[config.mk]
export PLATFORM = sky130hd
export DESIGN_NAME = spi_master_cs_hold
export DESIGN_NICKNAME = d
export VERILOG_FILES = /design/src/shared/spi_hold_pkg.sv /design/src/core/spi_master_cs_hold.sv
export SDC_FILE = /design/constraint.sdc
export NUM_CORES = 1
export LEC_CHECK = 0
export BUFFER_PORTS_ARGS = -buffer_cell sky130_fd_sc_hd__buf_4
export CORE_MARGIN = 1
export CORE_UTILIZATION = 50
export CTS_CLUSTER_DIAMETER = 120
export DETAILED_ROUTE_END_ITERATION = 10
export HOLD_SLACK_MARGIN = 0.05
export PLACE_DENSITY = 0.67
export SLEW_MARGIN = 20
export SYNTH_ARGS = -nofsm -noshare
export SYNTH_HDL_FRONTEND = slang
export SYNTH_SLANG_ARGS = --single-unit
[constraint.sdc]
create_clock -name sys_clk -period 4.5 [get_ports sys_clk]
set_input_delay 0 -clock sys_clk [delete_from_list [all_inputs] [get_ports sys_clk]]
set_output_delay 0 -clock sys_clk [all_outputs]
set_load 0.05 [all_outputs]
[src/shared/spi_hold_pkg.sv]
// Purpose: Shared constants and types for the serial master with select hold.
// Assumes: 32-bit classic Wishbone register port, 25 MHz system clock.
// Notes: Register offsets are byte addresses of aligned words.
package spi_hold_pkg;
   // Register map.
   localparam logic [3:0] TX_CTRL_OFS = 4'h0;
   localparam logic [3:0] MODE_OFS = 4'h4;
   localparam logic [3:0] STATUS_OFS = 4'h8;
   // Field positions in the transmit-data/control and mode registers.
   localparam int HOLD_BIT = 28;
   localparam int DATA_W = 16;
   localparam int MODE_MASTER_BIT = 0;
   // Status register field positions.
   localparam int ST_BUSY_BIT = 0;
   localparam int ST_SELECT_BIT = 1;
   localparam int ST_FULL_BIT = 2;
   localparam int ST_EMPTY_BIT = 3;
   localparam int ST_RX_LSB = 16;
   // Values after reset.
   localparam logic HOLD_RESET = 1'b0;
   localparam logic MASTER_RESET = 1'b0;
   localparam logic [15:0] DATA_RESET = 16'h0000;
   // Timing: serial clock half period; FIFO depth.
   localparam int SYS_CLK_NS = 40;
   localparam int SCLK_HALF_NS = 160;
   localparam int SCLK_HALF_CYC = (SCLK_HALF_NS + SYS_CLK_NS - 1) / SYS_CLK_NS;
   localparam int FIFO_DEPTH = 16;

   typedef struct packed {
      logic hold;
      logic [DATA_W-1:0] data;
   } tx_word_t;

   typedef enum logic [1:0] {
      ST_IDLE = 2'b00,
      ST_LEAD = 2'b01,
      ST_SHIFT = 2'b10,
      ST_TRAIL = 2'b11
   } spi_state_t;

   // True when a bus address selects the register at the given offset.
   function automatic logic reg_hit(input logic [3:0] adr, input logic [3:0] ofs);
      return adr[3:2] == ofs[3:2];
   endfunction : reg_hit
endpackage : spi_hold_pkg

[src/core/spi_master_cs_hold.sv]
// Purpose: Serial master whose select line can be held across words.
// Assumes: Wishbone master keeps the request until ack; slave is mode 0.
// Notes: A 16-word FIFO sits between the register port and the shifter.
//    A data write stalls its ack while the FIFO is full, so no queued word is ever lost.
//    miso passes two flip-flops before the shifter reads it, so HALF_CYC below 3 samples
//    a stale bit; the trade buys a clean pin crossing at the cost of a slower link.
`timescale 1ns/1ns
`default_nettype none

module spi_word_fifo #(
   parameter int WIDTH = 17,
   parameter int DEPTH = 16
) (
   // Clock and reset.
   input wire logic sys_clk,
   input wire logic nrst,
   // Filling side.
   input wire logic in_valid,
   output logic in_ready,
   input wire logic [WIDTH-1:0] in_data,
   // Draining side.
   output logic out_valid,
   input wire logic out_ready,
   output logic [WIDTH-1:0] out_data
);
   localparam int AW = $clog2(DEPTH);
   logic [WIDTH-1:0] mem [DEPTH];
   logic [AW-1:0] wr_ptr, rd_ptr, next_wr_ptr, next_rd_ptr;
   logic [AW:0] count, next_count;
   logic push, pop;

   always_comb begin
      in_ready = count != (AW+1)'(DEPTH);
      out_valid = count != '0;
      out_data = mem[rd_ptr];
      push = in_valid & in_ready;
      pop = out_valid & out_ready;
      next_wr_ptr = push ? wr_ptr + 1'b1 : wr_ptr;
      next_rd_ptr = pop ? rd_ptr + 1'b1 : rd_ptr;
      next_count = count + {{AW{1'b0}}, push} - {{AW{1'b0}}, pop};
   end

   always_ff @(posedge sys_clk or negedge nrst) begin
      if (!nrst) begin
         wr_ptr <= '0;
         rd_ptr <= '0;
         count <= '0;
      end else begin
         wr_ptr <= next_wr_ptr;
         rd_ptr <= next_rd_ptr;
         count <= next_count;
      end
   end

   // The storage has no reset; only words counted as held are ever read.
   always_ff @(posedge sys_clk) begin
      if (push) begin
         mem[wr_ptr] <= in_data;
      end
   end
endmodule : spi_word_fifo

module spi_master_cs_hold
   import spi_hold_pkg::*;
#(
   parameter int HALF_CYC = SCLK_HALF_CYC,
   parameter int DEPTH = FIFO_DEPTH
) (
   // Clock and reset.
   input wire logic sys_clk,
   input wire logic nrst,
   // Classic Wishbone slave.
   input wire logic cyc_i,
   input wire logic stb_i,
   input wire logic we_i,
   input wire logic [3:0] adr_i,
   input wire logic [3:0] sel_i,
   input wire logic [31:0] dat_i,
   output logic [31:0] dat_o,
   output logic ack_o,
   // Serial link.
   output logic sclk,
   output logic mosi,
   input wire logic miso,
   output logic peripheral_select_out_n
);
   // Bus side state.
   logic ack, next_ack;
   logic [31:0] rdata, next_rdata;
   logic select_hold_flag, next_select_hold_flag;
   logic master_en, next_master_en;
   logic [DATA_W-1:0] last_data, next_last_data;
   logic req, wr_tx, data_wr, hold_wr, push_ok, hold_go;
   logic hold_only;
   tx_word_t push_word;
   // FIFO.
   logic fifo_in_ready, fifo_out_valid, fifo_out_ready;
   tx_word_t fifo_out;
   // Serial side state.
   spi_state_t state, next_state;
   logic [7:0] cnt, next_cnt;
   logic [3:0] bit_cnt, next_bit_cnt;
   logic [DATA_W-1:0] tx_sh, next_tx_sh, rx_sh, next_rx_sh;
   logic [DATA_W-1:0] rx_data, next_rx_data;
   logic sclk_q, next_sclk;
   logic cs_active, next_cs_active;
   logic word_hold, next_word_hold;
   logic miso_meta, miso_s;
   logic half_done;

   always_comb begin
      req = cyc_i & stb_i & ~ack;
      wr_tx = req & we_i & reg_hit(adr_i, TX_CTRL_OFS);
      // Only a write covering both low data bytes queues a word.
      data_wr = wr_tx & sel_i[1] & sel_i[0];
      hold_wr = wr_tx & sel_i[3];
      // A full FIFO stalls the bus answer, so no word is ever dropped.
      push_ok = ~data_wr | fifo_in_ready;
      next_ack = req & push_ok;
      hold_go = hold_wr & push_ok;
      // Only a write that leaves the data bytes alone may move an idle select line.
      // A full write must not, or a held line would blink off before its next word.
      hold_only = hold_go & ~data_wr;
      push_word.data = dat_i[DATA_W-1:0];
      // A full-width write carries its own hold; a halfword uses the stored one.
      push_word.hold = sel_i[3] ? dat_i[HOLD_BIT] : select_hold_flag;
      next_select_hold_flag = hold_go ? dat_i[HOLD_BIT] : select_hold_flag;
      next_last_data = (data_wr & push_ok) ? dat_i[DATA_W-1:0] : last_data;
      next_master_en = master_en;
      if (req & we_i & reg_hit(adr_i, MODE_OFS) & sel_i[0]) begin
         next_master_en = dat_i[MODE_MASTER_BIT];
      end
      next_rdata = rdata;
      if (req & ~we_i) begin
         next_rdata = '0;
         if (reg_hit(adr_i, TX_CTRL_OFS)) begin
            next_rdata[HOLD_BIT] = select_hold_flag;
            next_rdata[DATA_W-1:0] = last_data;
         end else if (reg_hit(adr_i, MODE_OFS)) begin
            next_rdata[MODE_MASTER_BIT] = master_en;
         end else if (reg_hit(adr_i, STATUS_OFS)) begin
            next_rdata[ST_BUSY_BIT] = (state != ST_IDLE) | fifo_out_valid;
            next_rdata[ST_SELECT_BIT] = cs_active;
            next_rdata[ST_FULL_BIT] = ~fifo_in_ready;
            next_rdata[ST_EMPTY_BIT] = ~fifo_out_valid;
            next_rdata[ST_RX_LSB +: DATA_W] = rx_data;
         end
      end
   end

   always_ff @(posedge sys_clk or negedge nrst) begin
      if (!nrst) begin
         ack <= 1'b0;
         rdata <= '0;
         select_hold_flag <= HOLD_RESET;
         master_en <= MASTER_RESET;
         last_data <= DATA_RESET;
      end else begin
         ack <= next_ack;
         rdata <= next_rdata;
         select_hold_flag <= next_select_hold_flag;
         master_en <= next_master_en;
         last_data <= next_last_data;
      end
   end

   assign ack_o = ack;
   assign dat_o = rdata;

   spi_word_fifo #(
      .WIDTH($bits(tx_word_t)),
      .DEPTH(DEPTH)
   ) u_fifo (
      .sys_clk(sys_clk),
      .nrst(nrst),
      .in_valid(data_wr),
      .in_ready(fifo_in_ready),
      .in_data(push_word),
      .out_valid(fifo_out_valid),
      .out_ready(fifo_out_ready),
      .out_data(fifo_out)
   );

   always_comb begin
      half_done = cnt == 8'(HALF_CYC - 1);
      next_state = state;
      next_cnt = half_done ? 8'h00 : cnt + 8'h01;
      next_bit_cnt = bit_cnt;
      next_tx_sh = tx_sh;
      next_rx_sh = rx_sh;
      next_rx_data = rx_data;
      next_sclk = sclk_q;
      next_cs_active = cs_active;
      next_word_hold = word_hold;
      fifo_out_ready = 1'b0;
      case (state)
         ST_IDLE: begin
            next_cnt = 8'h00;
            if (!master_en) begin
               next_cs_active = 1'b0;
            end else if (fifo_out_valid) begin
               fifo_out_ready = 1'b1;
               next_tx_sh = fifo_out.data;
               next_word_hold = fifo_out.hold;
               // Select goes active a full half period before the first edge.
               next_cs_active = 1'b1;
               next_bit_cnt = 4'h0;
               next_state = ST_LEAD;
            end else if (hold_only) begin
               next_cs_active = dat_i[HOLD_BIT];
            end
         end
         ST_LEAD: begin
            if (half_done) begin
               next_sclk = 1'b1;
               next_rx_sh = {rx_sh[DATA_W-2:0], miso_s};
               next_state = ST_SHIFT;
            end
         end
         ST_SHIFT: begin
            if (half_done) begin
               next_sclk = ~sclk_q;
               if (!sclk_q) begin
                  next_rx_sh = {rx_sh[DATA_W-2:0], miso_s};
               end else if (bit_cnt == 4'hF) begin
                  next_state = ST_TRAIL;
               end else begin
                  next_tx_sh = {tx_sh[DATA_W-2:0], 1'b0};
                  next_bit_cnt = bit_cnt + 4'h1;
               end
            end
         end
         ST_TRAIL: begin
            if (half_done) begin
               // The hold captured with this word decides the select after it.
               next_cs_active = word_hold;
               next_rx_data = rx_sh;
               next_state = ST_IDLE;
            end
         end
         default: begin
            next_state = ST_IDLE;
            next_cs_active = 1'b0;
            next_sclk = 1'b0;
         end
      endcase
   end

   always_ff @(posedge sys_clk or negedge nrst) begin
      if (!nrst) begin
         state <= ST_IDLE;
         cnt <= 8'h00;
         bit_cnt <= 4'h0;
         tx_sh <= DATA_RESET;
         rx_sh <= DATA_RESET;
         rx_data <= DATA_RESET;
         sclk_q <= 1'b0;
         cs_active <= 1'b0;
         word_hold <= HOLD_RESET;
      end else begin
         state <= next_state;
         cnt <= next_cnt;
         bit_cnt <= next_bit_cnt;
         tx_sh <= next_tx_sh;
         rx_sh <= next_rx_sh;
         rx_data <= next_rx_data;
         sclk_q <= next_sclk;
         cs_active <= next_cs_active;
         word_hold <= next_word_hold;
      end
   end

   // Two flip-flops take miso across from the pin; only the second one is read.
   always_ff @(posedge sys_clk or negedge nrst) begin
      if (!nrst) begin
         miso_meta <= 1'b0;
         miso_s <= 1'b0;
      end else begin
         miso_meta <= miso;
         miso_s <= miso_meta;
      end
   end

   assign sclk = sclk_q;
   assign mosi = tx_sh[DATA_W-1];
   assign peripheral_select_out_n = ~cs_active;
endmodule : spi_master_cs_hold

`default_nettype wire

; Word-level counts from Yosys, hierarchy flattened
; Memories as Yosys holds them, arrays and structs flattened.
; Cells that the tools add are included.
[word_totals]
ff_bits = 131
ram_bits = 272
in_bits = 46
out_inout_bits = 36
elab_cells = 133
memories = 1
[op_classes]
addsub = 6
eq_ne = 18
n_mux = 50
n_bitwise = 25
reduce_logical = 14
[memory_table]
columns = memory, words, word_bits, rd, rd_clocked_by_memory_dff, write_ports, line
row1 = u_fifo.mem, 16, 17, 1, 0, 1, spi_master_cs_hold.sv:27  ; logic [WIDTH-1:0] mem [DEPTH];
[ops]
columns = cell, count
row1 = 2-to-1 mux 16 bit, 10
row2 = one-hot mux 16 bit (2 select lines), 2
row3 = 2-to-1 mux 4 bit, 7
row4 = 2-to-1 mux 12 bit, 2
row5 = inequality test 2 bit (second input constant), 9
row6 = AND 1 bit, 16
row7 = 2-to-1 mux 8 bit, 2
row8 = 2-to-1 mux 1 bit, 14
row9 = 2-to-1 mux 2 bit, 7
row10 = adder 4 x 1 -> 4 bit (second input constant), 3
row11 = AND reduction 3 bit, 3
row12 = adder 8 x 1 -> 8 bit (second input constant), 1
row13 = equality test 8 x 2 -> 1 bit (second input constant), 1
row14 = one-hot mux 2 bit (4 select lines), 1
row15 = one-hot mux 4 bit (2 select lines), 1
row16 = nonzero test 2 bit, 4
row17 = NOT 1 bit, 7
row18 = AND reduction 7 bit, 1
row19 = equality test 2 bit (second input constant), 3
row20 = 2-to-1 mux 3 bit, 2
row21 = AND reduction 6 bit, 1
row22 = adder 5 x 1 -> 5 bit, 1
row23 = inequality test 5 bit (second input constant), 1
row24 = nonzero test 5 bit, 1
row25 = 9 further kinds, 13

; Logic depth before layout (Yosys ltp)
; Gate-level depths: netlist (run 1).
[logic_depth]
ltp_word = 14
ltp_mapped = 15
mapped_depth_nobuf = 15

; By module
; From an unflattened synthesis (run 1), not the netlist that was laid out.
[hier_totals]
hier_cells = 991
hier_area_um2 = 16313.1
[by_module_without_submodules]
columns = module, n_inst, cells_each, area_per_inst_um2, seq_area_each_um2
row1 = spi_word_fifo, 1, 579, 11243.3, 8493.1
row2 = spi_master_cs_hold, 1, 412, 5069.9, 2952.8

; Worst setup path after synthesis (run 1)
; No wires, ideal clock.
[synth_timing]
path_type = reg2reg
from = reg ack (netlist: ack_o)
to = mem u_fifo.mem[3][0], enable pin
setup_time_ps = 412
arrival_time_ps = 3034
required_time_ps = 4088
path_slack_ps = 1053
path_stages_with_launch = 7
path_buffers = 1
synth_period_minus_slack_ps = 3447
path_cell_list = dfrtp_1 -> and3b_1 -> and3_1 -> nor3b_2 -> buf_2 -> nand2_1 -> nor3_1
[synth_via]
elab_chain_cells = 9
[synth_rtl]
columns = element, line
row1 = start: declaration, spi_master_cs_hold.sv:88  ; logic ack, next_ack;
row2 = start signal: assignment, spi_master_cs_hold.sv:159  ; ack <= next_ack;
row3 = NOT 1 bit, spi_master_cs_hold.sv:112  ; req = cyc_i & stb_i & ~ack;
row4 = AND 1 bit, spi_master_cs_hold.sv:112
row5 = AND 1 bit (2 in a row), spi_master_cs_hold.sv:113  ; wr_tx = req & we_i & reg_hit(adr_i, TX_CTRL_OFS);
row6 = AND 1 bit (2 in a row), spi_master_cs_hold.sv:115  ; data_wr = wr_tx & sel_i[1] & sel_i[0];
row7 = AND 1 bit, spi_master_cs_hold.sv:36  ; push = in_valid & in_ready;
row8 = via u_fifo.push, spi_master_cs_hold.sv:30  ; logic push, pop;
row9 = 2-to-1 mux 1 bit, spi_master_cs_hold.sv:57  ; if (push) begin
row10 = 2-to-1 mux 1 bit (not written as such), spi_master_cs_hold.sv:58  ; mem[wr_ptr] <= in_data;
row11 = end: declaration, spi_master_cs_hold.sv:27
; The timed path passes the listed nets, and every way through them passes these cells.

; Worst setup path in the final report (run 1)
[layout_timing]
from = reg u_fifo.count[3]
to = reg u_fifo.count[4]
[layout_via]
elab_chain_cells = 6
elab_cells_between_ends = 9
cone_classes = add/sub (2) / eq/ne (1) / mux (3) / bitwise (2) / reduce/logical (1)
[layout_rtl]
columns = element, line
row1 = start: declaration, spi_master_cs_hold.sv:29  ; logic [AW:0] count, next_count;
row2 = start signal: assignment, spi_master_cs_hold.sv:51  ; count <= next_count;
row3 = nonzero test 5 bit *, spi_master_cs_hold.sv:34  ; out_valid = count != '0;
row4 = 2-to-1 mux 1 bit, spi_master_cs_hold.sv:201  ; end else if (fifo_out_valid) begin
row5 = 2-to-1 mux 1 bit, spi_master_cs_hold.sv:199  ; if (!master_en) begin
row6 = 2-to-1 mux 1 bit, spi_master_cs_hold.sv:196  ; case (state)
row7 = AND 1 bit *, spi_master_cs_hold.sv:37  ; pop = out_valid & out_ready;
row8 = via u_fifo.pop, spi_master_cs_hold.sv:30
row9 = subtractor 5 x 1 -> 5 bit *, spi_master_cs_hold.sv:40  ; next_count = count + {{AW{1'b0}}, push} - {{AW{1'b0}}, pop};
row10 = via u_fifo.next_count[4], spi_master_cs_hold.sv:29
; The timed path passes the listed nets; every way through them passes the cells marked *.
; A chain may end at the register's enable or synchronous reset.

==> impl_metrics.json, run 1 <==
{
  "finalCritPeriodShare_pct": 73.1,
  "firstDrtPassIters": 5,
  "maxCapViolCount": 0,
  "hold_path.class": "in -> reg",
  "irDropWorstVdd_mv": 0.356,
  "track_usage_pct": 20.2,
  "path_clk_slew_ps": 60,
  "grt.overflow.total": 0,
  "hold_viol": 0,
  "critPathCaptureType": "flop",
  "fin_nets": 1164,
  "syn_to_final_growth_pct": 16.7,
  "worst_slew_pin_slew_ps": 999,
  "fillers": 2350,
  "die_y_um": 181,
  "num_vias": 8701,
  "drc": 0,
  "dieArea_mm2": 0.0328,
  "pin_count": 82,
  "vias_per_cell": 5.67,
  "synth_area_per_cell_um2": 16.3,
  "dp_hpwl_mm": 19.2,
  "row_count": 65,
  "period_needed_ps": 3290,
  "ys.flop_type": "edfxtp_1",
  "start_util_pct": 50.9,
  "worstPathRequired_ps": 4910,
  "cts-root-buf": "clkbuf_16",
  "clk_path_buf_depth": 3,
  "grt_pass1_vias": 9107,
  "rsz0062_at_grt": "no",
  "cts.repair.resized": 0,
  "crit_arrival_ps": 3700,
  "multi_input_area_mm2": 0.00434,
  "clkLatencyLatePin_ps": 530,
  "postRouteAntennaNets": 0,
  "drt-initial-drc-count": 612,
  "yosysSeqAreaShare_pct": 71.3,
  "ys_async_sr_fraction_pct": 32.5,
  "synth.distinct_cells": 54,
  "critical_path_class": "reg -> reg",
  "cp_slowest_cell": "or4b_2",
  "gr-usage-met1_pct": 29.2,
  "finClkSkew_ps": 18.8,
  "grt_max_degree": 104,
  "cts_tree": "done",
  "critical_path.cell_chain": "inv_1, ha_1, or4b_2, nand3_1, inv_1, ha_1, inv_1, ha_1, inv_1, fa_1, inv_1, a21oi_1, nor2_1, nor2_1, xnor2_1",
  "syn-cell-area_mm2": 0.0161,
  "ys_ff_latch": 403,
  "cts_made_buffers": 40,
  "die_w_um": 181,
  "register_area_mm2": 0.0115,
  "clock-sinks": 403,
  "gp_congestion": 0.765,
  "final_layout_size_suffix_gt1_share_pct": 23.8,
  "wl_mm": 31.8,
  "critPathMaxStageDelay_ps": 650,
  "synth_edf_count": 272,
  "final-max-slew-violation-count": 0,
  "leakagePower_uw": 0.00702,
  "met2_usage_pct": 32.2,
  "htree_levels": 2,
  "grt_pass1_wl_mm": 51.0,
  "portBuffers": 63,
  "crit_path_frequent_cell": "inv_1",
  "status": "finished, final reports clean",
  "routedWlPerCell_um": 20.7,
  "tns_ps": 0,
  "setup_violations": 0,
  "relSlewSlack_pct": 33.4,
  "clock.fmax_mhz": 304,
  "syn_inst": 983,
  "top_usage_layer": "met2",
  "ys_warn_count": 0,
  "r2r_slack_ps": 1210,
  "p_total_uw": 10100,
  "antenna_found_initial": 1,
  "core_mm2": 0.0316,
  "start_kind": "flop",
  "path_max_fanout": 7,
  "syn_nets": 1048,
  "p_per_area_mw_per_mm2": 539,
  "grt_util_met3_pct": 3.02
}
## metrics by stage
| step | util, % | hold slack, ps | cells | cell area (um2) | setup WS (ps) |
|---|---|---|---|---|---|
| floorplan | - | -296 | 983 | 16100 | 1050 |
| global placement | 54.1 | 110 | 1428 | 17100 | 1320 |
| detailed placement | 54.1 | 111 | 1428 | 17100 | 1250 |
| CTS | 59.3 | 98.5 | 1533 | 18700 | 1200 |
| global route | 59.3 | 108 | 1534 | 18700 | 959 |
| finish | 59.3 | 108 | 1534 | 18700 | 1210 |
## placed cells by master, fill, tap and decap left out, types with 7 or more instances in the layout
cell           instances
ha_1                  18
clkbuf_16             42
mux4_2                40
a21oi_1               20
clkinv_2               7
a22oi_1               32
edfxtp_1             272
nand2_1               96
buf_4                 92
mux2_2                53
inv_1                 20
mux2i_1               66
dlygate4sd3_1         31
clkbuf_1               9
nor2_1                24
o21ai_0               37
nand3_1                7
o21a_1                15
xnor2_1               10
dfrtp_1              129
clkbuf_8               7
o311ai_1              11
o22ai_1               17
## where the power goes
group / internal (uW) / leakage, uW / total, uW / switching, uW
sequential: 4210 / 0.00417 / 4480 / 271
clock: 2010 / 0.000666 / 3340 / 1340
combinational: 1050 / 0.00219 / 2280 / 1230
## path summary, 6_finish.rpt
check,from,end,depth (start not counted)
worst max register to register,u_fifo.count[3]$_DFF_PN0_,u_fifo.count[4]$_DFF_PN0_,15
worst min-delay path,sel_i[3],cs_active$_DFFE_PN0P_,4
max in group asynchronous,nrst,rx_data[0]$_DFFE_PN0P_,3
worst max-delay path,u_fifo.count[3]$_DFF_PN0_,u_fifo.count[4]$_DFF_PN0_,15
worst min register to register,miso_meta$_DFF_PN0_,miso_s$_DFF_PN0_,0
min in group asynchronous,nrst,cnt[6]$_DFF_PN0_,2
## sequential cells by signal (all words and copies together), names as in the netlist, 5 cells and up
signal,cells
dat_o,32
cnt,8
last_data,16
rx_data,16
u_fifo.mem,272
u_fifo.count,5
tx_sh,16
rx_sh,16
## routing by layer
layer	vias up	wire length (um)
li1	3985	-
met1	4468	14700
met2	205	15000
met3	43	1500
met4	0	588
met5	-	0
## cell type report
| type | count | share of cell area, % |
|---|---|---|
| Clock buffer | 59 | 6.35 |
| Timing Repair Buffer | 124 | 5.41 |
| Clock inverter | 15 | 0.835 |
| Multi-Input combinational cell | 510 | 23.2 |
| Tap cell | 402 | 2.69 |
| Sequential cell | 403 | 61.2 |
| Inverter | 20 | 0.401 |
| Antenna cell | 1 | 0.0134 |
## kinds of logic after synthesis
kind of cell | Yosys count | share of synthesized area [%]
muxes | 159 | 13.4
DFF | 403 | 71.3
adders and majority gates | 19 | 1.53
xor gates and xnor gates | 15 | 0.818
AOI/OAI and AO/OA | 146 | 6.03
and+or+nand+nor | 171 | 4.92
buffers and inverters | 70 | 1.94
## cells in the mapped netlist, drive strengths merged, types with 2 or more instances
cell type | count | area share, %
xnor2 | 10 | 0.55
nand2b | 6 | 0.23
dfrtp | 131 | 20
edfxtp | 272 | 51
a211oi | 2 | 0.094
ha | 18 | 1.4
xor2 | 5 | 0.27
nor3 | 6 | 0.19
o31ai | 3 | 0.23
nor3b | 2 | 0.12
nor4b | 2 | 0.20
nand3 | 7 | 0.22
o21ai | 37 | 1.2
nand4 | 3 | 0.12
a21oi | 20 | 0.62
nor2b | 4 | 0.16
mux4 | 40 | 5.6
o311ai | 15 | 0.82
a22oi | 32 | 1.5
mux2 | 53 | 3.7
buf | 23 | 0.84
mux2i | 66 | 4.1
nand3b | 2 | 0.12
inv | 20 | 0.47
and3 | 6 | 0.24
nor2 | 29 | 0.69
clkbuf | 27 | 0.63
nand2 | 97 | 2.3
o21a | 15 | 0.70
o22ai | 17 | 0.66
## worst max-delay path: cells and delay by family (launching register included)
family	cells	cell delay, ps
XOR/XNOR	1	110
buffers and inverters	5	450
flip-flops	1	390
AO/OA/AOI/OAI	1	70
adder cells (fa/ha/maj)	4	1090
AND/OR/NAND/NOR	4	1060
## timing repair
action | CTS | global route
hold endpoints to repair | 411 | 0
hold buffers | 31 | 0
buffers inserted | 0 | 0
(Power assumes the default switching activity.)
==> run 2: changes to the inputs <==
Settings changed: PLACE_DENSITY 0.67 to 0.7.
Clock period 4.5 ns to 2.66 ns, I/O delays scaled along.
==> impl_metrics.json, run 2 (same netlist as run 1, synthesis figures left out) <==
{
  "ff2ff_path_depth": 15,
  "start_util_pct": 50.9,
  "wl_mm": 33.2,
  "core_mm2": 0.0316,
  "hold_depth": 2,
  "layout.cells.non_filler": 1552,
  "maxCapViolCount": 0,
  "hold_path.class": "in -> reg",
  "num_antenna_cells": 0,
  "grt.overflow.total": 0,
  "num_vias": 8845,
  "worst_slew_pin_slew_ps": 650,
  "p_per_area_mw_per_mm2": 895,
  "gp_congestion": 0.801,
  "final_layout_size_suffix_gt1_share_pct": 26.7,
  "cts-root-buf": "clkbuf_16",
  "clock-sinks": 403,
  "portBuffers": 63,
  "r2r_slack_ps": 100,
  "dp_hpwl_mm": 20.2,
  "cts_tree": "done",
  "path_clk_slew_ps": 60,
  "r2r-start": "u_fifo.count[3]$_DFF_PN0_",
  "irDropWorstVdd_mv": 0.545,
  "clock.fmax_mhz": 390,
  "rsz0062_at_grt": "no",
  "regMostFlops": "u_fifo.mem",
  "p_int_uw": 12200,
  "final-max-slew-violation-count": 0,
  "seq_power_share_pct": 43.7,
  "clock_power_share_pct": 31.5,
  "finClkSkew_ps": 10.1,
  "place_inst": 1448,
  "placed_area_mm2": 0.0174,
  "fin_nets": 1185,
  "pwr-share-comb_pct": 24.8,
  "critPathCaptureType": "flop",
  "fin_util_pct": 60.5,
  "p_switching_uw": 4880,
  "row_count": 65,
  "period_needed_ps": 2560,
  "worstPathRequired_ps": 3070,
  "critical_path.cell_chain": "inv_2, ha_4, or4b_4, nand3_4, inv_4, ha_4, inv_4, ha_4, inv_2, fa_2, inv_2, a21oi_1, nor2_1, nor2_1, xnor2_1",
  "dieArea_mm2": 0.0328,
  "min-delay-start": "sel_i[3]",
  "largest_reg_flops": 272,
  "routedWlPerCell_um": 21.4,
  "path_max_fanout": 2,
  "grt_max_degree": 82,
  "cts_made_buffers": 40,
  "cp_top_family": "adder cells",
  "crit_buf_inv": 5,
  "min_to": "u_fifo.mem[10][16]$_DFFE_PP_",
  "p_sw_share_pct": 28.6,
  "finalCritPeriodShare_pct": 96.3,
  "track_usage_pct": 20.7,
  "clk_path_buf_depth": 3,
  "final_common_cell": "edfxtp_1",
  "pre_cts_ws_ps": -22.9,
  "antenna_found_initial": 0,
  "timing.rr.end": "u_fifo.count[4]$_DFF_PN0_",
  "pin_count": 82,
  "crit_arrival_ps": 2970,
  "leakagePower_uw": 0.00709,
  "critical_path_class": "reg -> reg",
  "relSlewSlack_pct": 56.1,
  "critPathMaxStageDelay_ps": 480,
  "vias_per_cell": 5.70,
  "drt-initial-drc-count": 743,
  "firstDrtPassIters": 5,
  "cp_slowest_cell": "or4b_4",
  "status": "finished, final reports clean",
  "setup_violations": 0,
  "grt_pass1_wl_mm": 52.3,
  "grt_pass1_vias": 9173,
  "clkLatencyLatePin_ps": 530,
  "die_y_um": 181,
  "postRouteAntennaNets": 0,
  "die_w_um": 181,
  "drc": 0,
  "post-route-cell-area_mm2": 0.0191,
  "start_kind": "flop",
  "syn_to_final_growth_pct": 18.8,
  "final_cell_mix": "272 x edfxtp_1, 128 x dfrtp_1, 101 x buf_4, 96 x nand2_1, 66 x mux2i_1",
  "htree_levels": 2,
  "hold_viol": 0,
  "tns_ps": 0,
  "layout_setup_ws_ps": 98.7
}
-- run 2: power by group through the flow --
stage	sequential, uW	clock [uW]	combinational (uW)
final	7460	5380	4230
after global routing	7510	5700	4620
after CTS	7460	5470	4190
after detailed placement	7570	0	4100
after global placement	7560	0	4010
after floorplan	7560	0	3020
-- run 2: through the flow --
step / total power [uW] / hold slack, ps
5_1_grt: 17800 / 75.4
6_report: 17100 / 77.1
4_1_cts: 17100 / 57.4
3_3_place_gp: 11600 / -14.7
3_5_place_dp: 11700 / -14.0
2_1_floorplan: 10600 / -296
-- run 2: layer usage --
metal | up-vias | routed length (um) | track usage, %
met4 | 0 | 799 | 6.10
met1 | 4563 | 15200 | 29.9
met2 | 202 | 15600 | 32.8
met5 | - | 0 | 0
li1 | 4029 | - | -
met3 | 51 | 1570 | 3.25
-- run 2: worst max-delay path by stage --
| stage | start | endpoint | slack, ps | cells after the start |
|---|---|---|---|---|
| global route | u_fifo.count[2]$_DFF_PN0_ | u_fifo.count[4]$_DFF_PN0_ | 2 | 15 |
| CTS | u_fifo.count[2]$_DFF_PN0_ | u_fifo.count[4]$_DFF_PN0_ | 4 | 15 |
| floorplan | ack_o$_DFF_PN0_ | u_fifo.mem[3][0]$_DFFE_PP_ | 2 | 6 |
| detailed placement | u_fifo.count[2]$_DFF_PN0_ | u_fifo.count[4]$_DFF_PN0_ | -20 | 15 |
| global placement | u_fifo.count[2]$_DFF_PN0_ | u_fifo.count[4]$_DFF_PN0_ | 20 | 15 |
| finish | u_fifo.count[3]$_DFF_PN0_ | u_fifo.count[4]$_DFF_PN0_ | 100 | 15 |
-- run 2: area by class of cell --
type	instances	area (um2)
timing repair buffer	145	1350
clock buffer	64	1200
inverter	20	80.1
tap	402	503
sequential	403	11500
clock inverter	8	52.6
fill	2316	12500
multi-input combinational	510	4440
-- run 2: repair_timing --
item                                    CTS  global route
pin swaps                                 1             5
hold buffers                             30             0
endpoints found under the setup margin    1             1
endpoints found under the hold margin   452             0
buffers inserted                          1             1
resized for setup                         3            10
==> run 3: changes to the inputs <==
Settings changed: ABC_AREA set to 1, CORE_MARGIN 1 to 2.
==> impl_metrics.json, run 3 <==
{
  "syn_nets": 1784,
  "syn_to_final_growth_pct": 15.4,
  "relSlewSlack_pct": 53.4,
  "ys_async_sr_fraction_pct": 32.5,
  "postRouteAntennaNets": 0,
  "status": "finished, final reports clean",
  "clock-sinks": 403,
  "hold_path.class": "in -> reg",
  "final-max-slew-violation-count": 0,
  "ys_ff_latch": 403,
  "leakagePower_uw": 0.00884,
  "antenna_found_initial": 0,
  "crit_arrival_ps": 2910,
  "critPathMaxStageDelay_ps": 590,
  "synth.distinct_cells": 39,
  "p_switching_uw": 6370,
  "grt_pass1_wl_mm": 64.5,
  "yosys-top-cells-area": "edfxtp_1 47%, dfrtp_1 19%, nand2_1 13%",
  "path_clk_slew_ps": 60,
  "final_layout_size_suffix_gt1_share_pct": 11.4,
  "vias_per_cell": 5.24,
  "critPathCaptureType": "flop",
  "p_sw_share_pct": 34.9,
  "row_count": 68,
  "cts_tree": "done",
  "finalCritPeriodShare_pct": 94.3,
  "htree_levels": 2,
  "register_area_mm2": 0.0115,
  "seq_power_share_pct": 40.5,
  "rsz0062_at_grt": "no",
  "holdWs_ps": 132,
  "yosysMostFrequentCell": "nand2_1",
  "crit_path_start": "adr_i[2]",
  "firstDrtPassIters": 5,
  "min-delay-start": "miso",
  "tns_ps": 0,
  "num_vias": 12100,
  "regMostFlops": "u_fifo.mem",
  "drt-initial-drc-count": 1321,
  "path_max_fanout": 5,
  "drc": 0,
  "synth_edf_count": 272,
  "p_per_area_mw_per_mm2": 913,
  "routedWlPerCell_um": 17.6,
  "yosysSeqAreaShare_pct": 66.2,
  "synth_area_per_cell_um2": 10.1,
  "core_mm2": 0.0343,
  "clkLatencyLatePin_ps": 530,
  "critical_path.cell_chain": "dlygate4sd3_1, buf_4, nor2_4, dlygate4sd3_1, nand2_2, nor2_4, nand2_2, inv_2, ha_1, inv_1, fa_1, o21ai_1, a21oi_1, xor2_1",
  "syn-cell-area_mm2": 0.0173,
  "grt_pass1_vias": 11900,
  "final_common_cell": "nand2_1",
  "largest_reg_flops": 272,
  "wl_mm": 40.6,
  "r2r-start": "u_fifo.count[2]$_DFF_PN0_",
  "clock_power_share_pct": 29.1,
  "multi_input_area_mm2": 0.00472,
  "finClkSkew_ps": 18.3,
  "start_util_pct": 50.4,
  "ys_warn_count": 0,
  "p_int_uw": 11900,
  "period_needed_ps": 2510,
  "gp_congestion": 0.855,
  "cts-root-buf": "clkbuf_16",
  "worstPathRequired_ps": 3070,
  "clk_path_buf_depth": 3,
  "setup_violations": 0,
  "irDropWorstVdd_mv": 0.793,
  "syn_inst": 1719,
  "synth_top_area_share_pct": 47.2,
  "maxCapViolCount": 0,
  "portBuffers": 63,
  "clock.fmax_mhz": 399,
  "die_y_um": 190,
  "track_usage_pct": 23.1,
  "fillers": 2758,
  "synth_area_leader_cell": "edfxtp_1",
  "worst_slew_pin_slew_ps": 699,
  "ys.flop_type": "edfxtp_1",
  "critical_path_class": "in -> reg",
  "cp_slowest_cell": "dlygate4sd3_1",
  "grt.overflow.total": 0,
  "pin_count": 82,
  "num_antenna_cells": 0,
  "synth_common_cells": "598 x nand2_1, 272 x edfxtp_1, 218 x nand3_1, 176 x inv_1, 131 x dfrtp_1",
  "dp_hpwl_mm": 24.0,
  "cts_made_buffers": 40,
  "dieArea_mm2": 0.0361,
  "start_kind": "input port",
  "final_cell_mix": "598 x nand2_1, 272 x edfxtp_1, 218 x nand3_1, 176 x inv_1, 129 x dfrtp_1",
  "fin_nets": 1890,
  "hold_viol": 0,
  "die_w_um": 190,
  "grt_max_degree": 144,
  "pwr-share-comb_pct": 30.4
}
run 3: changes by cell type after synthesis, sizes merged, moves of 52 or more:
cell and delta:
inv +165, mux2i -66, mux2 -52, nor2 +74, nand2 +505, nand3 +213
run 3: timing repair:
action,in CTS,in global routing
endpoints found under the setup margin,0,1
resized for setup,0,2
hold buffers,35,0
setup buffers,0,0
endpoints found under the hold margin,437,0
run 3: cell type report:
class / instances / area share, %
Clock buffer: 55 / 5.45
Timing Repair Buffer: 146 / 6.54
Clock inverter: 15 / 0.589
Multi-Input combinational cell: 1047 / 23.7
Tap cell: 455 / 2.85
Inverter: 187 / 3.53
Sequential cell: 403 / 57.4
run 3: cells by family (layout without fill, tap and decap cells):
logic type | Yosys count | after routing | share of synthesized area (%)
buffers and inverters | 269 | 403 | 6.80
AO/OA/AOI/OAI | 77 | 77 | 2.44
XOR/XNOR | 14 | 14 | 0.709
multiplexers | 1 | 1 | 0.0651
AND/OR/NAND/NOR | 936 | 936 | 22.4
adder cells (fa/ha/maj) | 19 | 19 | 1.42
flip-flops | 403 | 403 | 66.2
run 3: critical path: cells and delay by family:
family / cells / cell delay, ps
buffers and inverters: 5 / 1500
adder cells (fa/ha/maj): 2 / 620
AND/OR/NAND/NOR: 4 / 400
AO/OA/AOI/OAI: 2 / 260
XOR/XNOR: 1 / 140
run 3: through the flow:
stage,instance area [um2],std cells,util (%),total power [uW],worst slack [ps]
4_1_cts,20000,2308,58.2,18300,86.4
6_report,20000,2308,58.2,18200,153
2_1_floorplan,17300,1719,-,11400,116
3_5_place_dp,18400,2203,53.6,12900,99.1
5_1_grt,20000,2308,58.2,19200,13.4
3_3_place_gp,18400,2203,53.6,12800,199
run 3: power by group through the flow:
| stage | sequential [uW] | clock [uW] | combinational (uW) |
|---|---|---|---|
| after floorplan | 7550 | 0 | 3820 |
| after global placement | 7480 | 0 | 5330 |
| after detailed placement | 7490 | 0 | 5460 |
| after CTS | 7380 | 5370 | 5550 |
| after global routing | 7420 | 5610 | 6180 |
| final | 7380 | 5310 | 5540 |
run 3: path summary, 6_finish.rpt:
| kind | to | slack [ps] | cells past startpoint |
|---|---|---|---|
| max | u_fifo.count[4]$_DFF_PN0_ | 150 | 14 |
| min | miso_meta$_DFF_PN0_ | 130 | 2 |
| max reg2reg | u_fifo.count[4]$_DFF_PN0_ | 160 | 13 |
| min reg2reg | miso_s$_DFF_PN0_ | 350 | 0 |
| max in group asynchronous | u_fifo.rd_ptr[0]$_DFFE_PN0P_ | 1730 | 4 |
| min in group asynchronous | cnt[6]$_DFF_PN0_ | 560 | 4 |
run 3: metal layers:
layer	up-vias	wire length (um)	global-route usage, %
li1	5771	-	-
met1	5771	16500	31.0
met2	467	20000	38.4
met3	83	2750	3.36
met4	0	1440	9.00
met5	-	0	0
